`config.mk`:
```
export PLATFORM = sky130hd
export DESIGN_NAME = eqbt_regs
export DESIGN_NICKNAME = d
export VERILOG_FILES = /design/src/inc/eqbt_pkg.sv /design/src/design/eqbt_entry.sv /design/src/design/eqbt_regs.sv
export VERILOG_INCLUDE_DIRS = /design/src /design/src/inc
export SDC_FILE = /design/constraint.sdc
export NUM_CORES = 1
export LEC_CHECK = 0
export BUFFER_PORTS_ARGS = -buffer_cell sky130_fd_sc_hd__buf_2
export CORE_MARGIN = 4
export CORE_UTILIZATION = 40
export CTS_BUF_LIST = sky130_fd_sc_hd__clkbuf_2
export DETAILED_ROUTE_END_ITERATION = 7
export HOLD_SLACK_MARGIN = 0.03
export PLACE_DENSITY = 0.68
export RECOVER_POWER = 100
export SETUP_SLACK_MARGIN = 0.05
export SYNTH_ARGS = -nofsm -noshare
export SYNTH_HDL_FRONTEND = slang
export SYNTH_SLANG_ARGS = --single-unit
```
`constraint.sdc`:
```
create_clock -name core_clk -period 1.6 [get_ports core_clk]
set_input_delay 0.16 -clock core_clk [delete_from_list [all_inputs] [get_ports core_clk]]
set_output_delay 0.16 -clock core_clk [all_outputs]
set_load 0.03 [all_outputs]
```
`src/inc/eqbt_map.svh`:
```
// register offsets, reset values and field constants of the boost table tail
`ifndef EQBT_MAP_SVH
`define EQBT_MAP_SVH

`define EQBT_OFS_ENTRY13 8'h4D
`define EQBT_OFS_ENTRY14 8'h4E
`define EQBT_OFS_ENTRY15 8'h4F
`define EQBT_OFS_READBACK 8'h52
`define EQBT_OFS_CONTROL 8'h55

`define EQBT_RST_ENTRY13 8'hA5
`define EQBT_RST_ENTRY14 8'hE6
`define EQBT_RST_ENTRY15 8'hF9
`define EQBT_RST_READBACK 8'h00
`define EQBT_RST_CONTROL 8'h00

// bit 7 of the control byte is read-only and reads zero
`define EQBT_CTRL_WR_MASK 8'h7F
`define EQBT_CTRL_INIT_BIT 1

// table indices held in this bank
`define EQBT_FIRST_IDX 4'hD
`define EQBT_LAST_IDX 4'hF

// value returned for an unmapped offset
`define EQBT_RD_UNMAPPED 8'h00

`endif

```
`src/inc/eqbt_pkg.sv`:
```
// types shared by the boost table register bank
package eqbt_pkg;

   // four 2-bit stage codes, stage 0 in the top bits
   typedef struct packed {
      logic [1:0] stage0;
      logic [1:0] stage1;
      logic [1:0] stage2;
      logic [1:0] stage3;
   } eqbt_stages_type;

   // one register access from the serial management port
   typedef struct packed {
      logic [7:0] addr;
      logic wr;
      logic rd;
      logic [7:0] wdata;
   } eqbt_regreq_type;

endpackage

```
`src/design/eqbt_entry.sv`:
```
// one read-write boost table entry byte
`timescale 1ns/1ps
`include "eqbt_map.svh"

module eqbt_entry #(
   parameter logic [7:0] RESET_VAL = 8'h00
) (
   input wire logic core_clk,
   input wire logic rst,
   input wire logic wrEn,
   input wire logic [7:0] wrData,
   output eqbt_pkg::eqbt_stages_type entryValue
);

   eqbt_pkg::eqbt_stages_type entry_r;

   always_ff @(posedge core_clk) begin
      if (rst) begin
         entry_r <= RESET_VAL;
      end else if (wrEn) begin
         entry_r <= wrData;
      end
   end

   assign entryValue = entry_r;

endmodule

```
`src/design/eqbt_regs.sv`:
```
// boost table entries 13 to 15, applied boost readback and adaptation control
//
// Operation
// - entry 13 at 0x4D, resets 0xA5
// - entry 14 at 0x4E, resets 0xE6
// - entry 15 at 0x4F, resets 0xF9
// - four stage codes, stage 0 highest
// - read-only applied boost at 0x52, resets 0x00
`timescale 1ns/1ps
`include "eqbt_map.svh"

module eqbt_regs #(
   parameter int IDX_W = 4
) (
   input wire logic core_clk,
   input wire logic rst,
   input eqbt_pkg::eqbt_regreq_type regReq,
   output logic [7:0] regRdData,
   output logic regRdValid,
   input wire logic [IDX_W-1:0] adaptSelIndex,
   input wire logic [7:0] lowTableBoost,
   output eqbt_pkg::eqbt_stages_type appliedBoostValue,
   output logic initRecoverySequencerBit
);

   localparam int NUM_ENTRIES = 3;
   localparam logic [NUM_ENTRIES-1:0][7:0] ENTRY_OFS = {
      `EQBT_OFS_ENTRY15, `EQBT_OFS_ENTRY14, `EQBT_OFS_ENTRY13};
   localparam logic [NUM_ENTRIES-1:0][7:0] ENTRY_RST = {
      `EQBT_RST_ENTRY15, `EQBT_RST_ENTRY14, `EQBT_RST_ENTRY13};

   logic [NUM_ENTRIES-1:0][7:0] entryVal;
   logic [NUM_ENTRIES-1:0] entryHit;
   logic [NUM_ENTRIES:0][7:0] entryRdChain;

   logic [7:0] control_r;
   logic [7:0] control_nxt;
   logic [7:0] readback_r;
   logic [7:0] readback_nxt;
   logic [7:0] rdData_r;
   logic [7:0] rdData_nxt;
   logic rdValid_r;

   // boost table entries
   assign entryRdChain[0] = `EQBT_RD_UNMAPPED;

   genvar g;
   generate
      for (g = 0; g < NUM_ENTRIES; g++) begin : gen_entry
         assign entryHit[g] = (regReq.addr == ENTRY_OFS[g]);
         eqbt_entry #(
            .RESET_VAL(ENTRY_RST[g])
         ) u_entry (
            .core_clk(core_clk),
            .rst(rst),
            .wrEn(regReq.wr && entryHit[g]),
            .wrData(regReq.wdata),
            .entryValue(entryVal[g])
         );
         assign entryRdChain[g+1] = entryRdChain[g] | (entryHit[g] ? entryVal[g] : 8'h00);
      end
   endgenerate

   // adaptation control
   wire ctrlHit = (regReq.addr == `EQBT_OFS_CONTROL);
   wire ctrlWr = regReq.wr && ctrlHit;
   wire rbHit = (regReq.addr == `EQBT_OFS_READBACK);

   // bit 7 never stores, so it always reads zero
   assign control_nxt = ctrlWr ? (regReq.wdata & `EQBT_CTRL_WR_MASK) : control_r;

   always_ff @(posedge core_clk) begin
      if (rst) begin
         control_r <= `EQBT_RST_CONTROL;
      end else begin
         control_r <= control_nxt;
      end
   end

   // the recovery sequencer acts only once the host sets this bit
   assign initRecoverySequencerBit = control_r[`EQBT_CTRL_INIT_BIT];

   // applied boost selection
   // entries below 13 live elsewhere; their value arrives on lowTableBoost
   wire selInTable = (adaptSelIndex >= IDX_W'(`EQBT_FIRST_IDX))
      && (adaptSelIndex <= IDX_W'(`EQBT_LAST_IDX));
   wire [IDX_W-1:0] selDiff = adaptSelIndex - IDX_W'(`EQBT_FIRST_IDX);
   wire [1:0] selOff = selDiff[1:0];

   assign readback_nxt = selInTable ? entryVal[selOff] : lowTableBoost;

   // one cycle of lag keeps the analog drive glitch-free on index changes
   always_ff @(posedge core_clk) begin
      if (rst) begin
         readback_r <= `EQBT_RST_READBACK;
      end else begin
         readback_r <= readback_nxt;
      end
   end

   assign appliedBoostValue = readback_r;

   // read path; writes to the readback offset are dropped
   assign rdData_nxt = ctrlHit ? control_r
      : rbHit ? readback_r
      : entryRdChain[NUM_ENTRIES];

   always_ff @(posedge core_clk) begin
      if (rst) begin
         rdData_r <= `EQBT_RD_UNMAPPED;
         rdValid_r <= 1'b0;
      end else begin
         rdData_r <= regReq.rd ? rdData_nxt : rdData_r;
         rdValid_r <= regReq.rd;
      end
   end

   assign regRdData = rdData_r;
   assign regRdValid = rdValid_r;

   wire unmappedHit = !(|entryHit) && !ctrlHit && !rbHit;
endmodule

```
==> impl_metrics.yaml, run 1 <==
status:
  status: "finished clean"
critical_path:
  required_ns: 1.93
  crit_type: "in2reg"
  crit_fanout: 12
  worstSetupEndpointType: "flop"
  worstPathArrival_ns: 1.76
  start_kind: "primary input"
  rrSetupSlack_ns: 0.29
layout:
  drive_gt1_share_pct: 21.99
  multiInputGateArea_um2: 1244
  area_growth_pct: 25.84
  diodes: 0
  nets: 365
  fill_cells: 536
  area.sequential_um2: 960.9
  fin_cells: 404
floorplan:
  coreArea_um2: 5642
  io_pins: 50
  die_y_um: 85.18
  dieWidth_um: 85.18
  die_area_um2: 7255
  row_count: 27
  start_util_pct: 42.23
yosys:
  synth_area_leader_cell: "dfxtp_1"
  ys_seq_area_share_pct: 40.34
  syn_area_um2: 2382
  syn-num-nets: 292
  yosys.area.top_type_share_pct: 40.34
  synth.distinct_cells: 35
  ys.flop_type: "dfxtp_1"
  synthArstFlopShare_pct: 0
  synth_area_leaders: "dfxtp_1, mux2i_1, nor2_1, a21oi_1, a22oi_1"
  postSynthAreaPerCell_um2: 9.234
  syn-instance-count: 258
  yosys_warnings: 0
  synth_edf_count: 0
  ys_seq_elements: 48
timing:
  timing.final.crit_period_ns: 1.426
  rsz0062_at_grt: "no"
  fin_crit_sh_pct: 89.11
  final_hold_viol_count: 0
  slew_violations: 0
  relSlewSlack_pct: 15.69
  skew_ns: 0.03287
  finalSetupTns_ns: 0
  tightest_slew_ns: 1.265
  fmax_ghz: 0.7014
  finalSetupViolCount: 0
  timing.final.ws_setup_ns: 0.1742
grt:
  overflow: 0
  grt_pass1_vias: 2073
  grt_pass1_wl_mm: 10.09
  grt_use_total_pct: 17.49
  antenna_found_initial: 0
  grt_max_degree: 27
clock_tree:
  insertion_delay_ns: 0.45
  clkTransAtPathRegs_ns: 0.27
  htree_levels: 2
  cts_buffers: 5
  cts_root_buf: "clkbuf_2"
  clockBufferDepth: 2
  cts_tree: "yes"
  clkSinkCount: 48
placed_design:
  gp_congestion: 0.7964
  dpl.hpwl_mm: 4.513
  dp_cells: 380
  portBuffers: 49
  post-place-ws_ns: -0.04079
routing:
  drcViolationCount: 0
  ant_nets: 0
  drtIter0Drc: 73
  detail_route.wl_per_cell_um: 15.26
  via_count: 2086
  viasPerCell: 5.163
  routed_wl_mm: 6.167
  drt_pass1_iterations: 4
hold_path:
  hp-class: "in2reg"
power_and_ir_drop:
  irDropWorstVdd_mv: 0.4016
  powerDensity_nw_per_um2: 825.6
  power.leakage_nw: 1.197
job:
  max-cap-violations: 0
-- metrics by stage --
step                power, mW  instance area, µm²  hold WS [ns]  util (%)
finish                  2.475                2998       0.08146     53.14
global route            2.582                2998       0.05999     53.14
CTS                     2.512                3097       0.06409     54.89
detailed placement      1.644                2843        0.4444     50.39
global placement        1.637                2843        0.4289     50.39
floorplan               1.492                2384        0.2483         -
-- cells in the mapped netlist, types with 6 or more instances --
library cell / n
o221a_1: 6
mux2i_1: 25
a21oi_1: 19
a22oi_1: 12
clkbuf_1: 9
a21oi_2: 9
a211oi_1: 8
dfxtp_1: 48
mux2_2: 8
nor3_2: 6
nor2_1: 48
nor3_1: 15
-- cell type report --
| class | count | share of cell area, % |
|---|---|---|
| well taps | 72 | 3.005 |
| multi-input cells | 186 | 41.49 |
| repair buffers | 84 | 19.57 |
| flip-flops and latches | 48 | 32.05 |
| clock buffers | 5 | 0.8347 |
| inverters | 6 | 0.7513 |
| clock inverters | 3 | 2.295 |
-- placed cells by master, fill, tap and decap left out, drive strengths merged, types with 4 or more instances in the layout --
cell type	instances
mux2	8
dlygate4sd3	16
a21oi	28
mux2i	25
buf	45
inv	6
nor2	48
nor3	21
a22oi	12
a211oi	8
clkbuf	28
nor2b	4
dfxtp	48
nand2	4
o221a	6
-- repair_timing --
| item | 4_1_cts | 5_1_grt |
|---|---|---|
| endpoints found under the hold margin | 35 | 0 |
| resized for setup | 0 | 0 |
| hold buffers | 16 | 0 |
| endpoints found under the setup margin | 0 | 0 |
| buffers inserted | 0 | 0 |
-- power by group --
| part | total, mW | internal, mW | leakage (nW) | switching, mW |
|---|---|---|---|---|
| logic | 0.393 | 0.164 | 0.753 | 0.229 |
| clock network | 0.843 | 0.426 | 0.0536 | 0.417 |
| registers | 1.24 | 1.23 | 0.391 | 0.0140 |
| total | 2.48 | 1.82 | 1.20 | 0.660 |
-- cells by family after synthesis --
logic type,count (synthesis),synth area share [%]
multiplexers,33,14.29
buffers and inverters,24,4.831
AO/OA/AOI/OAI,60,18.07
AND/OR/NAND/NOR,91,21.43
adder cells (fa/ha/maj),2,1.050
flip-flops,48,40.34
-- registers in the layout, summed over array words and instances (netlist names) --
register and flops:
appliedBoostValue 8, gen_entry.u_entry.entryValue 24, control_r 7, regRdData 8
regRdValid 1
-- critical path: stages --
cell and delay, ns:
buf_2 0.10, or3b_1 0.48, nor4_1 0.55, buf_12 0.22
mux2i_1 0.18, nor2_1 0.05
-- layer usage --
layer  up-vias  share of wire, %  GRT usage [%]
met1       960                46          22.36
li1       1076                 -              -
met3         6               4.7          3.107
met5         -                 0              0
met2        44                48          29.59
met4         0               1.3          5.899
-- path summary, 6_finish.rpt --
check	from	end	depth (start not counted)
min reg2reg	regRdData[7]$_SDFFE_PP0P_	regRdData[7]$_SDFFE_PP0P_	2
max reg2reg	gen_entry[2].u_entry.entryValue[1]$_SDFFE_PP0P_	regRdData[1]$_SDFFE_PP0P_	4
min	regReq[8]	regRdData[2]$_SDFFE_PP0P_	3
max	regReq[17]	gen_entry[0].u_entry.entryValue[4]$_SDFFE_PP0P_	6
Note: power is estimated with default switching activity, not from simulation.
==> inputs of run 2 (changes only) <==
==> constraint.sdc (replaced) <==
create_clock -name core_clk -period 1.6 [get_ports core_clk]
set_input_delay 0.48 -clock core_clk [delete_from_list [all_inputs] [get_ports core_clk]]
set_output_delay 0.48 -clock core_clk [all_outputs]
set_load 0.03 [all_outputs]
==> impl_metrics.yaml, run 2 (same netlist as run 1, synthesis figures left out) <==
status:
  status: "finished clean"
layout:
  area_growth_pct: 28.83
  drive_gt1_share_pct: 39.29
  fin_util_pct: 54.40
  diodes: 0
  largest_reg_flops: 24
  final_cell_mix: "nor2_1, dfxtp_1, buf_4, buf_2, mux2i_1"
  layout_commonest_cell: "nor2_1"
  nets: 369
clock_tree:
  cts_buffers: 5
  cts_hold_buf: 0
  cts_tree: "yes"
  insertion_delay_ns: 0.43
  clkTransAtPathRegs_ns: 0.25
  clockBufferDepth: 2
  cts_root_buf: "clkbuf_2"
  htree_levels: 2
  clkSinkCount: 48
hold_path:
  hold_depth: 3
  hp-class: "in2reg"
critical_path:
  cpMostUsedCell: "clkbuf_2"
  crit_chain: "clkbuf_2, nand2b_1, nor4_4, clkbuf_2, clkbuf_2, nor3_2, a21oi_2"
  crit_type: "in2reg"
  path_buf_inv: 3
  worstSetupEndpointType: "flop"
  start_kind: "primary input"
  max_stage_delay_ns: 0.28
  slowest_stage: "clkbuf_2"
  path_depth: 7
  crit_fanout: 14
  path_delay_family: "buffers and inverters"
  required_ns: 1.99
  ff2ff_path_depth: 4
  worstPathArrival_ns: 1.92
power_and_ir_drop:
  irDropWorstVdd_mv: 0.5127
  powerDensity_nw_per_um2: 709.5
  power.leakage_nw: 1.282
grt:
  grt_pass1_wl_mm: 10.45
  antenna_found_initial: 0
  grt_max_degree: 30
  overflow: 0
  grt_use_total_pct: 18.10
  grt_pass1_vias: 2131
routing:
  ant_nets: 0
  routed_wl_mm: 6.341
  drtIter0Drc: 84
  viasPerCell: 5.424
  drt_pass1_iterations: 4
  via_count: 2213
  drcViolationCount: 0
  detail_route.wl_per_cell_um: 15.54
timing:
  timing.final.crit_period_ns: 1.521
  final_hold_viol_count: 0
  tightest_slew_ns: 0.3845
  finalSetupViolCount: 0
  relSlewSlack_pct: 74.37
  rsz0062_at_grt: "yes"
  slew_violations: 0
  fmax_ghz: 0.6575
  skew_ns: 0.008506
  fin_crit_sh_pct: 95.06
  finalSetupTns_ns: 0
floorplan:
  start_util_pct: 42.23
  die_area_um2: 7255
  io_pins: 50
  dieWidth_um: 85.18
  die_y_um: 85.18
  row_count: 27
  coreArea_um2: 5642
placed_design:
  gp_congestion: 0.8422
  dpl.hpwl_mm: 4.765
  portBuffers: 49
job:
  max-cap-violations: 0
-- run 2: stage by stage --
step	total power, mW	hold WS [ns]	cell area (µm²)	setup slack [ns]	instances
5_1_grt	2.285	0.2485	3069	0.03397	408
6_report	2.177	0.2886	3069	0.07909	408
2_1_floorplan	1.505	0.4554	2472	-0.09463	258
3_5_place_dp	1.686	0.4456	3034	-0.2668	395
4_1_cts	2.193	0.2679	3080	0.05545	403
3_3_place_gp	1.682	0.4428	3034	-0.2407	395
-- run 2: layout make-up --
class | count | area [µm²]
sequential | 48 | 968.4
fill | 540 | 2572
timing repair buffer | 88 | 606.8
tap | 72 | 90.09
inverter | 6 | 27.53
clock inverter | 3 | 18.77
clock buffer | 5 | 25.02
multi-input combinational | 186 | 1333
-- run 2: what timing repair did --
action / 4_1_cts / 5_1_grt
setup endpoints to repair: 2 / 17
endpoints found under the hold margin: 0 / 0
resized for setup: 2 / 35
buffers inserted: 0 / 5
-- run 2: tightest hold or removal path: stages --
cell and delay [ns]:
buf_2 0.09, nor2_1 0.09, a211oi_1 0.05
-- run 2: power by group --
part / switching, mW / internal (mW) / leakage (nW)
registers: 0.0135 / 1.23 / 0.393
logic: 0.242 / 0.190 / 0.866
clock network: 0.406 / 0.101 / 0.0226
-- run 2: worst paths after layout --
| check | startpoint | to | slack [ns] |
|---|---|---|---|
| setup / recovery | regReq[10] | gen_entry[1].u_entry.entryValue[2]$_SDFFE_PP1P_ | 0.08 |
| hold / removal | lowTableBoost[2] | appliedBoostValue[2]$_SDFF_PP0_ | 0.29 |
| setup reg to reg | gen_entry[2].u_entry.entryValue[7]$_SDFFE_PP1P_ | regRdData[7]$_SDFFE_PP0P_ | 0.39 |
| hold reg to reg | regRdData[4]$_SDFFE_PP0P_ | regRdData[4]$_SDFFE_PP0P_ | 0.51 |
-- run 2: routing by layer --
layer | track usage (%) | part of all wire [%]
met1 | 24.57 | 46
met2 | 29.52 | 47
met3 | 3.592 | 5.7
met4 | 4.317 | 0.84
met5 | 0 | 0
==> inputs of run 3 (changes only) <==
==> constraint.sdc (replaced) <==
create_clock -name core_clk -period 1.25 [get_ports core_clk]
set_input_delay 0.375 -clock core_clk [delete_from_list [all_inputs] [get_ports core_clk]]
set_output_delay 0.375 -clock core_clk [all_outputs]
set_load 0.03 [all_outputs]
==> impl_metrics.yaml, run 3 (same netlist as run 1, synthesis figures left out) <==
hold_path:
  hp-class: "in2reg"
  hold_depth: 3
  hold_end: "control_r[5]$_SDFFE_PP0P_"
  hp-start: "regReq[5]"
power_and_ir_drop:
  internal_power_mw: 1.986
  sw_frac_of_total_pct: 30.52
  powerDensity_nw_per_um2: 855.7
  finalPower_mw: 2.858
  irDropWorstVdd_mv: 0.3987
  p_switching_mw: 0.8721
  pwr-share-clk_pct: 23.3
  power.leakage_nw: 1.362
  p_comb_share_pct: 20.8
  p_seq_share_pct: 55.9
critical_path:
  crit_type: "reg2out"
  worstSetupEndpointType: "output pin"
  crit_chain: "buf_6"
  worstReg2RegEnd: "regRdData[3]$_SDFFE_PP0P_"
  crit_fanout: 2
  path_buf_inv: 1
  path_delay_family: "flip-flops"
  worstPathArrival_ns: 0.99
  start_kind: "flop"
  required_ns: 0.88
  max_stage_delay_ns: 0.41
  r2r_start: "gen_entry[1].u_entry.entryValue[3]$_SDFFE_PP0P_"
  ff2ff_path_depth: 4
  rrSetupSlack_ns: 0.10
  slowest_stage: "dfxtp_2"
timing:
  fin_crit_sh_pct: 109.1
  final_hold_viol_count: 0
  slew_violations: 0
  finalSetupViolCount: 27
  rsz0062_at_grt: "yes"
  skew_ns: 0.01949
  timing.final.ws_setup_ns: -0.1134
  timing.final.crit_period_ns: 1.363
  hold_ws_ns: 0.1530
  relSlewSlack_pct: 64.72
  finalSetupTns_ns: -1.817
  tightest_slew_ns: 0.5291
  fmax_ghz: 0.7334
layout:
  fin_cells: 414
  drive_gt1_share_pct: 50.88
  nets: 375
  final_cell_mix: "nor2_1, buf_4, buf_2, mux2i_1, dfxtp_1"
  area_growth_pct: 40.18
  layout_commonest_cell: "nor2_1"
  diodes: 0
  largest_reg_flops: 24
floorplan:
  dieWidth_um: 85.18
  coreArea_um2: 5642
  row_count: 27
  io_pins: 50
  die_area_um2: 7255
  die_y_um: 85.18
  start_util_pct: 42.23
job:
  max-cap-violations: 0
clock_tree:
  clkSinkCount: 48
  htree_levels: 2
  cts_buffers: 5
  clockBufferDepth: 2
  insertion_delay_ns: 0.44
  cts_tree: "yes"
  clkTransAtPathRegs_ns: 0.26
  cts_root_buf: "clkbuf_2"
routing:
  detail_route.wl_per_cell_um: 15.46
  via_count: 2191
  viasPerCell: 5.292
  drtIter0Drc: 89
  drt_pass1_iterations: 4
  drcViolationCount: 0
  routed_wl_mm: 6.401
  ant_nets: 0
placed_design:
  dp_cells: 397
  dpl.hpwl_mm: 4.734
  portBuffers: 49
  gp_congestion: 0.8421
status:
  status: "finished, violations left"
  failed_checks: "setup timing"
grt:
  grt_pass1_wl_mm: 10.01
  overflow: 0
  grt_use_total_pct: 17.45
  antenna_found_initial: 0
  grt_pass1_vias: 2039
  grt_max_degree: 26
[run 3: how the worst max path moves through the flow]
stage	startpoint	end	slack (ns)	depth (start not counted)
finish	appliedBoostValue[7]$_SDFF_PP0_	appliedBoostValue[7]	-0.11	1
global route	appliedBoostValue[7]$_SDFF_PP0_	appliedBoostValue[7]	-0.18	1
CTS	appliedBoostValue[0]$_SDFF_PP0_	appliedBoostValue[0]	-0.12	1
global placement	regReq[15]	regRdData[0]$_SDFFE_PP0P_	-0.48	5
detailed placement	regReq[15]	regRdData[1]$_SDFFE_PP0P_	-0.54	5
floorplan	regReq[15]	gen_entry[0].u_entry.entryValue[4]$_SDFFE_PP0P_	-0.34	5
[run 3: power groups by stage]
stage / clock network (mW) / logic, mW / registers, mW
2_1_floorplan: 0 / 0.267 / 1.67
3_3_place_gp: 0 / 0.533 / 1.61
3_5_place_dp: 0 / 0.537 / 1.61
4_1_cts: 0.686 / 0.577 / 1.60
5_1_grt: 0.742 / 0.638 / 1.60
6_report: 0.666 / 0.594 / 1.60
[run 3: repair_timing]
action                                  4_1_cts  5_1_grt
setup buffers                                 1        7
endpoints found under the setup margin       26       35
cloned                                        0        1
pin swaps                                     0        1
hold buffers                                  0        0
resized for setup                            59       16
[run 3: worst min-delay path, cell delays in order]
cell     delay, ns
buf_2         0.09
mux2i_1       0.06
nor2_1        0.07
[run 3: final cells by class]
cell class | instances | area [µm²]
well taps | 72 | 90.09
inverters | 6 | 48.80
fillers | 511 | 2302
flip-flops and latches | 48 | 989.7
clock inverters | 3 | 23.77
clock buffers | 5 | 25.02
multi-input cells | 186 | 1416
repair buffers | 94 | 745.7
[run 3: stage by stage]
step | instance area (µm²) | utilization (%) | setup slack, ns
after floorplan | 2530 | - | -0.3396
after global placement | 3072 | 54.45 | -0.4798
after detailed placement | 3072 | 54.45 | -0.5352
after CTS | 3279 | 58.13 | -0.1240
after global routing | 3339 | 59.19 | -0.1773
final | 3339 | 59.19 | -0.1134
[run 3: metal layers]
layer  up-vias  part of all wire (%)  GRT usage (%)
met1      1039                    45          21.94
met2        47                    49          30.16
met4         0                  0.95          3.885
met5         -                     0              0
met3         9                   4.4          4.175
li1       1096                     -              -
